### src/logic/cmd_pkg.sv
// How it works
// [RULE1] Each command byte acts exactly like the matching front-panel key press.
// [RULE2] Numbers in fixed or floating notation are converted to one fixed value.
// [RULE3] Sign is attached after conversion so naturally written signed numbers work.
// [RULE4] Service request status is a five-bit code, one bit pair per channel limit.
// [RULE5] Channel one low limit reports 01, high limit 10, in bits 1:0.
// [RULE6] Channel two low limit reports 01, high limit 10, in bits 3:2.
// [RULE7] Data-entry commands store a preceding number, otherwise recall the stored constant.
// [RULE8] After a data-entry store the block returns to measuring.
// [RULE9] Zero starts auto zeroing, clear zeroes the entry, calibrate runs 1 mW calibration.
// [RULE10] Controller always gives range-zero and range-set a numeric argument.
// [RULE11] Range-zero argument digits give first and last range, inclusive.
// [RULE12] Range-set loads the internal range from its argument, 0 to 7.
// [RULE13] Range-zero finishes within 2.3 s for one range up to 4.3 s for seven.
// [RULE14] Range-zero stores offsets without waiting for a settled zero.
// [RULE15] Internal range maps onto a separate apparent range code for output.
// [RULE16] The bus is held while a received string executes.
// [RULE17] Optionally a service request signals that string processing finished; the code raises srq only when a range-zero ends.
// [RULE18] A second string during execution holds the bus until execution ends.
// [RULE19] Interface or device clear disarms hold, service, raw-data and limit arms.
// [RULE20] Mode, trigger and arm commands leave store/recall and resume measuring.
// [RULE21] Undefined characters are ignored and change nothing.
package cmd_pkg;
  localparam int unsigned CLK_HZ      = 40_000_000;
  localparam int unsigned ZERO_MS_1   = 2300;
  localparam int unsigned ZERO_MS_STEP = 333;
  localparam int unsigned ZERO_CYC_1  = CLK_HZ / 1000 * ZERO_MS_1;
  localparam int unsigned ZERO_CYC_STEP = CLK_HZ / 1000 * ZERO_MS_STEP;
  localparam int unsigned ZERO_CYC_W  = 28;

  localparam logic [31:0] A_CTRL   = 32'h0000_0000;
  localparam logic [31:0] A_RXCHAR = 32'h0000_0004;
  localparam logic [31:0] A_STATUS = 32'h0000_0008;
  localparam logic [31:0] A_VALUE  = 32'h0000_000C;
  localparam logic [31:0] A_LIMSET = 32'h0000_0010;
  localparam logic [31:0] A_MEAS   = 32'h0000_0014;
  localparam logic [31:0] A_RANGE  = 32'h0000_0018;

  localparam logic [15:0] RST_VAL  = 16'h0000;
  localparam logic [2:0]  RST_RANGE = 3'h0;
  localparam int unsigned N_CONST  = 5;

  typedef enum logic [1:0] {
    ST_MEAS = 2'b00,
    ST_ENTRY = 2'b01,
    ST_BUSY = 2'b11
  } mode_t;

  typedef struct packed {
    logic       key_meas;
    logic       key_data;
    logic [2:0] data_idx;
    logic       digit;
    logic [3:0] digit_val;
    logic       sign;
    logic       point;
    logic       exp_mark;
    logic       zero;
    logic       clr;
    logic       cal;
    logic       rng_zero;
    logic       rng_set;
    logic       arm_cmd;
    logic [1:0] arm_sel;
  } cmd_t;

  typedef struct packed {
    logic hold;
    logic srq;
    logic raw;
    logic limit;
  } arms_t;
endpackage : cmd_pkg

### src/logic/cmd_parser.sv
// Local design decisions: register access over APB and the register offsets.
`timescale 1ns/1ps
module cmd_parser (
  // Clock and reset
  input  wire logic        pclk,
  input  wire logic        presetn,
  input  wire logic        clk_en,
  // APB
  input  wire logic        psel,
  input  wire logic        penable,
  input  wire logic        pwrite,
  input  wire logic [31:0] paddr,
  input  wire logic [31:0] pwdata,
  output logic      [31:0] prdata,
  output logic             pready,
  output logic             pslverr,
  // Instrument side
  input  wire logic        ifc_n,
  output logic             bus_hold,
  output logic             srq,
  output logic             zero_go,
  output logic             cal_go,
  output logic      [4:0]  srq_status,
  output logic      [2:0]  range_out
);
  typedef struct packed {
    cmd_pkg::mode_t     mode;
    logic [15:0]        acc;
    logic               have_num;
    logic               neg;
    logic               frac;
    logic [15:0]        stor0;
    logic [15:0]        stor1;
    logic [15:0]        stor2;
    logic [15:0]        stor3;
    logic [15:0]        stor4;
    logic [15:0]        shown;
    cmd_pkg::arms_t     arms;
    logic [2:0]         rng;
    logic [2:0]         zlo;
    logic [2:0]         zhi;
    logic [cmd_pkg::ZERO_CYC_W-1:0] zcnt;
    logic               pending;
    logic               done_srq;
    logic               busy_done;
    logic [4:0]         status;
    logic [31:0]        rdata;
    logic               ready;
    logic               err;
    logic               zero_p;
    logic               cal_p;
    logic [1:0]         ifc_s;
    logic [2:0]         apparent;
  } state_t;

  state_t s_q, s_d;
  cmd_pkg::cmd_t cmd;
  logic [2:0] app_rng;

  cmd_decode u_dec (
    .ch  (pwdata[7:0]),
    .cmd (cmd)
  );

  range_map u_map (
    .internal_rng (s_q.rng),
    .apparent_rng (app_rng)
  );

  function automatic logic hit(input logic [31:0] a, input logic [31:0] b);
    hit = (a[7:2] == b[7:2]);
  endfunction : hit

  logic access;
  logic [15:0] fixed_val;
  assign access = psel && penable && !s_q.ready;
  assign fixed_val = s_q.neg ? 16'(-s_q.acc) : s_q.acc; // [RULE3]

  always_comb begin
    s_d = s_q;
    s_d.ifc_s = {s_q.ifc_s[0], ifc_n};
    s_d.ready = 1'b0;
    s_d.err = 1'b0;
    s_d.zero_p = 1'b0;
    s_d.cal_p = 1'b0;
    s_d.apparent = app_rng;
    if (s_q.mode == cmd_pkg::ST_BUSY) begin
      if (s_q.zcnt == '0) begin
        s_d.mode = cmd_pkg::ST_MEAS; // [RULE13]
        s_d.busy_done = 1'b1;
      end else begin
        s_d.zcnt = s_q.zcnt - 1'b1;
      end
    end
    if (!s_q.ifc_s[1]) begin
      s_d.arms = '0; // [RULE19]
    end
    if (access) begin
      s_d.ready = 1'b1;
      s_d.rdata = '0;
      if (pwrite && hit(paddr, cmd_pkg::A_RXCHAR)) begin
        if (s_q.mode == cmd_pkg::ST_BUSY) begin
          s_d.ready = 1'b0; // [RULE18]
        end else if (cmd.digit) begin
          s_d.have_num = 1'b1;
          if (!s_q.frac) begin
            s_d.acc = 16'(s_q.acc * 16'h000A + {12'h000, cmd.digit_val}); // [RULE2]
          end
        end else if (cmd.point || cmd.exp_mark) begin
          s_d.frac = 1'b1;
        end else if (cmd.sign) begin
          s_d.neg = 1'b1;
        end else if (cmd != '0) begin // [RULE21]
          s_d.have_num = 1'b0;
          s_d.acc = '0;
          s_d.neg = 1'b0;
          s_d.frac = 1'b0;
          if (cmd.key_meas) begin
            s_d.mode = cmd_pkg::ST_MEAS; // [RULE20]
          end else if (cmd.key_data) begin
            if (s_q.have_num) begin
              case (cmd.data_idx)
                3'h0: s_d.stor0 = fixed_val;
                3'h1: s_d.stor1 = fixed_val;
                3'h2: s_d.stor2 = fixed_val;
                3'h3: s_d.stor3 = fixed_val;
                default: s_d.stor4 = fixed_val;
              endcase
              s_d.mode = cmd_pkg::ST_MEAS; // [RULE8]
            end else begin
              case (cmd.data_idx)
                3'h0: s_d.shown = s_q.stor0;
                3'h1: s_d.shown = s_q.stor1;
                3'h2: s_d.shown = s_q.stor2;
                3'h3: s_d.shown = s_q.stor3;
                default: s_d.shown = s_q.stor4;
              endcase
              s_d.mode = cmd_pkg::ST_ENTRY; // [RULE7]
            end
          end else if (cmd.arm_cmd) begin
            s_d.mode = cmd_pkg::ST_MEAS; // [RULE20]
            case (cmd.arm_sel)
              2'h0: s_d.arms.hold = s_q.have_num && s_q.acc != '0;
              2'h1: s_d.arms.srq = s_q.have_num && s_q.acc != '0;
              2'h2: s_d.arms.raw = s_q.have_num && s_q.acc != '0;
              default: s_d.arms.limit = s_q.have_num && s_q.acc != '0;
            endcase
          end else if (cmd.zero) begin
            s_d.zero_p = 1'b1; // [RULE9]
          end else if (cmd.clr) begin
            s_d.shown = '0; // [RULE9]
          end else if (cmd.cal) begin
            s_d.cal_p = 1'b1; // [RULE9]
          end else if (cmd.rng_set) begin
            s_d.rng = s_q.acc[2:0]; // [RULE12] [RULE10]
            s_d.mode = cmd_pkg::ST_MEAS;
          end else if (cmd.rng_zero) begin
            s_d.zlo = 3'(s_q.acc / 16'h000A); // [RULE11] [RULE10]
            s_d.zhi = 3'(s_q.acc % 16'h000A);
            s_d.zcnt = cmd_pkg::ZERO_CYC_W'(cmd_pkg::ZERO_CYC_1 + cmd_pkg::ZERO_CYC_STEP
                       * int'(3'(s_q.acc % 16'h000A) - 3'(s_q.acc / 16'h000A))); // [RULE14]
            s_d.mode = cmd_pkg::ST_BUSY; // [RULE16]
          end
        end
      end else if (pwrite && hit(paddr, cmd_pkg::A_CTRL)) begin
        s_d.arms = pwdata[3:0];
        if (pwdata[4]) begin
          s_d.arms = '0; // [RULE19]
        end
      end else if (pwrite && hit(paddr, cmd_pkg::A_MEAS)) begin
        if (s_q.arms.limit) begin
          s_d.status = {1'b0, pwdata[3:0]}; // [RULE4] [RULE5] [RULE6]
          if (pwdata[3:0] != 4'h0) begin
            s_d.arms.limit = 1'b0;
          end
        end
      end else if (!pwrite && hit(paddr, cmd_pkg::A_STATUS)) begin
        s_d.rdata = {24'h0, 1'b0, s_q.busy_done, s_q.mode, s_q.status[3:0]};
        s_d.busy_done = 1'b0;
        s_d.status = '0;
      end else if (!pwrite && hit(paddr, cmd_pkg::A_VALUE)) begin
        s_d.rdata = {16'h0, s_q.shown};
      end else if (!pwrite && hit(paddr, cmd_pkg::A_RANGE)) begin
        s_d.rdata = {26'h0, s_q.apparent, s_q.rng}; // [RULE15]
      end else if (!pwrite && hit(paddr, cmd_pkg::A_CTRL)) begin
        s_d.rdata = {28'h0, s_q.arms};
      end else if (!hit(paddr, cmd_pkg::A_LIMSET)) begin
        s_d.err = 1'b1;
      end
    end
    if (s_q.mode == cmd_pkg::ST_BUSY && s_d.mode == cmd_pkg::ST_MEAS && s_q.arms.srq) begin
      s_d.done_srq = 1'b1; // [RULE17]
    end else if (access && !pwrite && hit(paddr, cmd_pkg::A_STATUS)) begin
      s_d.done_srq = 1'b0;
    end
  end

  always_ff @(posedge pclk or negedge presetn) begin
    if (!presetn) begin
      s_q <= '0;
      s_q.ifc_s <= 2'b11;
    end else if (clk_en) begin
      s_q <= s_d;
    end
  end

  assign prdata = s_q.rdata;
  assign pready = s_q.ready;
  assign pslverr = s_q.err;
  assign bus_hold = s_q.mode == cmd_pkg::ST_BUSY; // [RULE16]
  assign srq = s_q.done_srq;
  assign zero_go = s_q.zero_p;
  assign cal_go = s_q.cal_p;
  assign srq_status = s_q.status;
  assign range_out = s_q.apparent;
endmodule : cmd_parser

### src/logic/cmd_decode.sv
`timescale 1ns/1ps
module cmd_decode (
  // Character in
  input  wire logic [7:0]   ch,
  // Decoded command
  output cmd_pkg::cmd_t     cmd
);
  always_comb begin
    cmd = '0;
    case (ch)
      8'h50, 8'h42, 8'h41, 8'h4F, 8'h54: cmd.key_meas = 1'b1; // [RULE1] [RULE20]
      8'h4C: begin cmd.key_data = 1'b1; cmd.data_idx = 3'h0; end // [RULE7]
      8'h48: begin cmd.key_data = 1'b1; cmd.data_idx = 3'h1; end
      8'h4E: begin cmd.key_data = 1'b1; cmd.data_idx = 3'h2; end
      8'h52: begin cmd.key_data = 1'b1; cmd.data_idx = 3'h3; end
      8'h53: begin cmd.key_data = 1'b1; cmd.data_idx = 3'h4; end
      8'h5A: cmd.zero = 1'b1;
      8'h43: cmd.clr = 1'b1;
      8'h4B: cmd.cal = 1'b1;
      8'h59: cmd.rng_zero = 1'b1;
      8'h47: cmd.rng_set = 1'b1;
      8'h51: begin cmd.arm_cmd = 1'b1; cmd.arm_sel = 2'h0; end
      8'h56: begin cmd.arm_cmd = 1'b1; cmd.arm_sel = 2'h1; end
      8'h4A: begin cmd.arm_cmd = 1'b1; cmd.arm_sel = 2'h2; end
      8'h55: begin cmd.arm_cmd = 1'b1; cmd.arm_sel = 2'h3; end
      8'h2D: cmd.sign = 1'b1; // [RULE3]
      8'h2B: ;
      8'h2E: cmd.point = 1'b1; // [RULE2]
      8'h45: cmd.exp_mark = 1'b1;
      default: begin
        if (ch >= 8'h30 && ch <= 8'h39) begin
          cmd.digit     = 1'b1;
          cmd.digit_val = ch[3:0];
        end
      end // [RULE21]
    endcase
  end
endmodule : cmd_decode

### src/logic/range_map.sv
`timescale 1ns/1ps
module range_map (
  // Internal range
  input  wire logic [2:0] internal_rng,
  // Apparent range code
  output logic      [2:0] apparent_rng
);
  always_comb begin
    case (internal_rng)
      3'h6: apparent_rng = 3'h6; // [RULE15]
      3'h5: apparent_rng = 3'h5;
      3'h4: apparent_rng = 3'h4;
      3'h3: apparent_rng = 3'h3;
      3'h2: apparent_rng = 3'h2;
      3'h1: apparent_rng = 3'h1;
      3'h0: apparent_rng = 3'h0;
      3'h7: apparent_rng = 3'h7;
      default: apparent_rng = 3'h0;
    endcase
  end
endmodule : range_map

### config.mk
export PLATFORM = sky130hd
export DESIGN_NAME = cmd_parser
export DESIGN_NICKNAME = d
export VERILOG_FILES = /design/src/logic/cmd_pkg.sv /design/src/logic/cmd_parser.sv /design/src/logic/cmd_decode.sv /design/src/logic/range_map.sv
export SDC_FILE = /design/constraint.sdc
export NUM_CORES = 1
export LEC_CHECK = 0
export ABC_AREA = 0
export BUFFER_PORTS_ARGS = -buffer_cell sky130_fd_sc_hd__buf_4
export CORE_ASPECT_RATIO = 0.7
export CORE_MARGIN = 3
export CORE_UTILIZATION = 55
export DETAILED_ROUTE_END_ITERATION = 16
export GPL_TIMING_DRIVEN = 0
export PLACE_DENSITY = 0.74
export SLEW_MARGIN = 20
export SYNTH_ARGS = -nofsm -noshare
export SYNTH_HDL_FRONTEND = slang
export SYNTH_HIERARCHICAL = 1
export SYNTH_SLANG_ARGS = --single-unit
### constraint.sdc
create_clock -name pclk -period 12.6 [get_ports pclk]
set_clock_uncertainty 0.1 [all_clocks]
set_input_delay 0.63 -clock pclk [delete_from_list [all_inputs] [get_ports pclk]]
set_output_delay 0.63 -clock pclk [all_outputs]
set_load 0.05 [all_outputs]
==> summary.txt <==
Pwr
  – PwrDens: approximately 70 nW/µm²
  – P_leak: 7.77 nW
  – Final Power: 1.19 mW
  – Combinational power share: around 6.8%
  – Pint: around 0.9 mW
  – Sw frac: 26.3%
  – Max rail drop VDD: 0.0926 mV
  – Reg power frac: between 50 and 60%
  – NetSw: 0.313 mW
  – Part of the power in the clock network: 42.9%

Finish
  – Area growth, synth to finish: 9.76%
  – Layout cells sized above 1: 10.9%
  – Ant diodes: 0
  – Most frequent cells in the layout: nand2_1 (244), o21ai_0 (185), dfrtp_1 (181)
  – Commonest non-fill, non-tap cell in the layout: nand2_1
  – Nets: 2140

Place
  – Setup WS pre-CTS: -0.246 ns
  – Port bufs: 48
  – Post-DP HPWL: 32300 µm
  – GP Congestion: 0.933

Synthesis
  – Post-Synthesis Cells: ~1.9k
  – Post-synth EDFFs: 0
  – Yosys warns: 6
  – Async S/R FF share, synth: 100%
  – Synth cell types: 101
  – FF+latch count, synth: 183
  – Top_reg_cell synth: dfrtp_1
  – Syn avg cell area: 8.35 µm²
  – Mapped Area: 15500 µm²
  – Sequential fraction of the synthesis area: 29.6%

STA
  – Final period utilization: 95.3%
  – Final Hold Vio Count: 0
  – Max-slew violations: 0
  – RSZ-0062 raised after global routing: false
  – Final min period: 12.00 ns
  – Fmax: approximately 83 MHz
  – Worst Slack Setup Final: 0.595 ns
  – Slew @ Worst Pin: just over 0.9 ns
  – Slew headroom: 38.4%
  – Setup-failing EPs final: 0

Worst setup path
  – Critical path type: flop to flop
  – Crit. path cell count: 46
  – Worst Setup End Kind: flop
  – Crit path buf inv count: 7
  – Crit Path Max Fanout: 25
  – Family with the most delay on the worst path: compound AO/OA/AOI/OAI gates
  – Critical register-to-register path endpoint: s_q[73]$_DFFE_PN0P_
  – CP Capture Point: s_q[73]$_DFFE_PN0P_
  – Worst path slowest cell: or4b_1
  – CP dominant cell by count: ha_1
  – CP Launch Point: s_q[204]$_DFFE_PN0P_
  – Reg2Reg Depth: 46
  – Max stage delay on crit path: 0.55 ns
  – Critical R2R Launch: s_q[204]$_DFFE_PN0P_
  – R2R setup slack: 0.60 ns
  – Worst Setup Start Kind: flop
  – Crit path DAT: 12.24 ns
  – Critical Path RT: 12.84 ns

Clock tree
  – Clk Latency, worst-skew pair: 0.45 ns
  – Num CTS Buffers: 17
  – Max clock buf depth: 2
  – Root buf cell: clkbuf_16
  – H-Tree Level Count: 4
  – CTS tree: done
  – Clk sink count: ~180
  – Worst-path clk slew: about 0.08 ns

Global route
  – All-Layer GR Usage: 28.2%
  – Largest net degree at the start of global routing: 96
  – Global-route congestion overflow total: 0
  – Initial antenna violation count: 0
  – First-pass GRT wire length: 69200 µm
  – Vias in the first global route: 13.2k

Floorplan
  – Initial Util: a little under three fifths
  – IO Count: 117
  – # rows: 50
  – Die Y-Extent: 146 µm
  – DIE WIDTH: 207 µm
  – Core area: 27200 µm²
  – Die ar.: ~30000 µm²

Detailed routing
  – Uppermost layer routed: met4
  – 1st-pass router iterations: 6
  – Drt total wl: 42700 µm
  – Met3 WL: about 3700 µm
  – Met2 Routed Length: between 15000 and 20000 µm
  – DRC viols: 0
  – DRT iter0 DRCs: 1445
  – Via count: 14.3k
  – Wire length per cell: between 15 and 20 µm
  – Detailed-routing wirelength on met1: 20400 µm
  – Via density: 6.18
  – Detail Route Antenna Nets: 0

Min path
  – Hold Path Class: input pin to async pin

Status
  – Run status: finished clean

Flow run
  – Max_cap viols: 0
per-stage QoR:
stage | setup TNS (ns) | instance area [µm²] | hold slack, ns | util (%) | std cells
after floorplan | 0 | 15600 | 0.234 | - | 1871
after global placement | -0.848 | 16400 | 0.357 | 60.2 | 2283
after detailed placement | -0.607 | 16400 | 0.365 | 60.3 | 2284
after CTS | 0 | 17000 | 0.119 | 62.3 | 2315
after global routing | 0 | 17000 | 0.144 | 62.5 | 2316
final | 0 | 17000 | 0.0951 | 62.5 | 2316
area by class of cell:
| type | instances | area [µm²] |
|---|---|---|
| multi-input combinational | 1417 | 9790 |
| clock buffer | 19 | 443 |
| sequential | 183 | 4580 |
| tap | 364 | 455 |
| clock inverter | 12 | 96.3 |
| timing repair buffer | 51 | 410 |
| buffer | 144 | 754 |
| inverter | 126 | 473 |
| fill | 2429 | 10200 |
routing by layer:
layer,up-vias,GRT usage [%]
li1,6732,-
met1,6910,44.7
met2,615,40.4
met3,47,5.19
met4,0,5.19
met5,-,0
power groups by stage:
stage | registers [mW] | logic, mW | clock network, mW
5_1_grt | 0.598 | 0.0885 | 0.540
3_5_place_dp | 0.609 | 0.0803 | 0
3_3_place_gp | 0.608 | 0.0779 | 0
6_report | 0.598 | 0.0808 | 0.510
4_1_cts | 0.597 | 0.0804 | 0.514
2_1_floorplan | 0.609 | 0.0464 | 0
how the worst min path moves through the flow:
stage | startpoint | to | depth (start not counted)
2_1_floorplan | presetn | cal_go$_DFFE_PN0P_ | 0
3_3_place_gp | s_q[152]$_DFFE_PN0P_ | s_q[152]$_DFFE_PN0P_ | 2
3_5_place_dp | s_q[153]$_DFFE_PN0P_ | s_q[153]$_DFFE_PN0P_ | 2
4_1_cts | presetn | s_q[58]$_DFFE_PN0P_ | 1
5_1_grt | presetn | s_q[51]$_DFFE_PN0P_ | 1
6_report | presetn | s_q[53]$_DFFE_PN0P_ | 1
flip-flops by register name, summed over array words and instances, names as in the netlist, 3 cells and up:
name        count
prdata         16
range_out       3
s_q           154
srq_status      4
synthesized netlist by cell type (23+ instances only):
master	instances	area, µm²
a22o_1	23	201
xnor2_1	62	543
o21ai_0	186	931
clkbuf_1	79	297
nor2b_1	23	144
a21oi_1	88	440
nor2_1	108	405
nor3_1	48	240
inv_1	124	465
dfrtp_1	181	4530
xor2_1	34	298
buf_4	46	345
nand3_1	54	270
nand2_1	244	916
ha_1	107	1340
kinds of logic (layout without fill, tap and decap cells):
kind of cell / count (synthesis) / after routing / synth area share [%]
adders and majority gates: 129 / 129 / 11.5
other: 1 / 17 / 0.0242
xor gates and xnor gates: 98 / 98 / 5.73
buffers and inverters: 271 / 352 / 7.88
and+or+nand+nor: 615 / 615 / 19.1
AOI/OAI and AO/OA: 511 / 511 / 21.8
muxes: 47 / 47 / 4.40
DFF: 183 / 183 / 29.6
timing repair:
item                                    4_1_cts  5_1_grt
buffers inserted                              0        2
endpoints found under the setup margin        4       11
hold buffers                                  0        0
hold endpoints to repair                      0        0
resized for setup                             3       18
pin swaps                                     0        2
(Power assumes the default switching activity.)
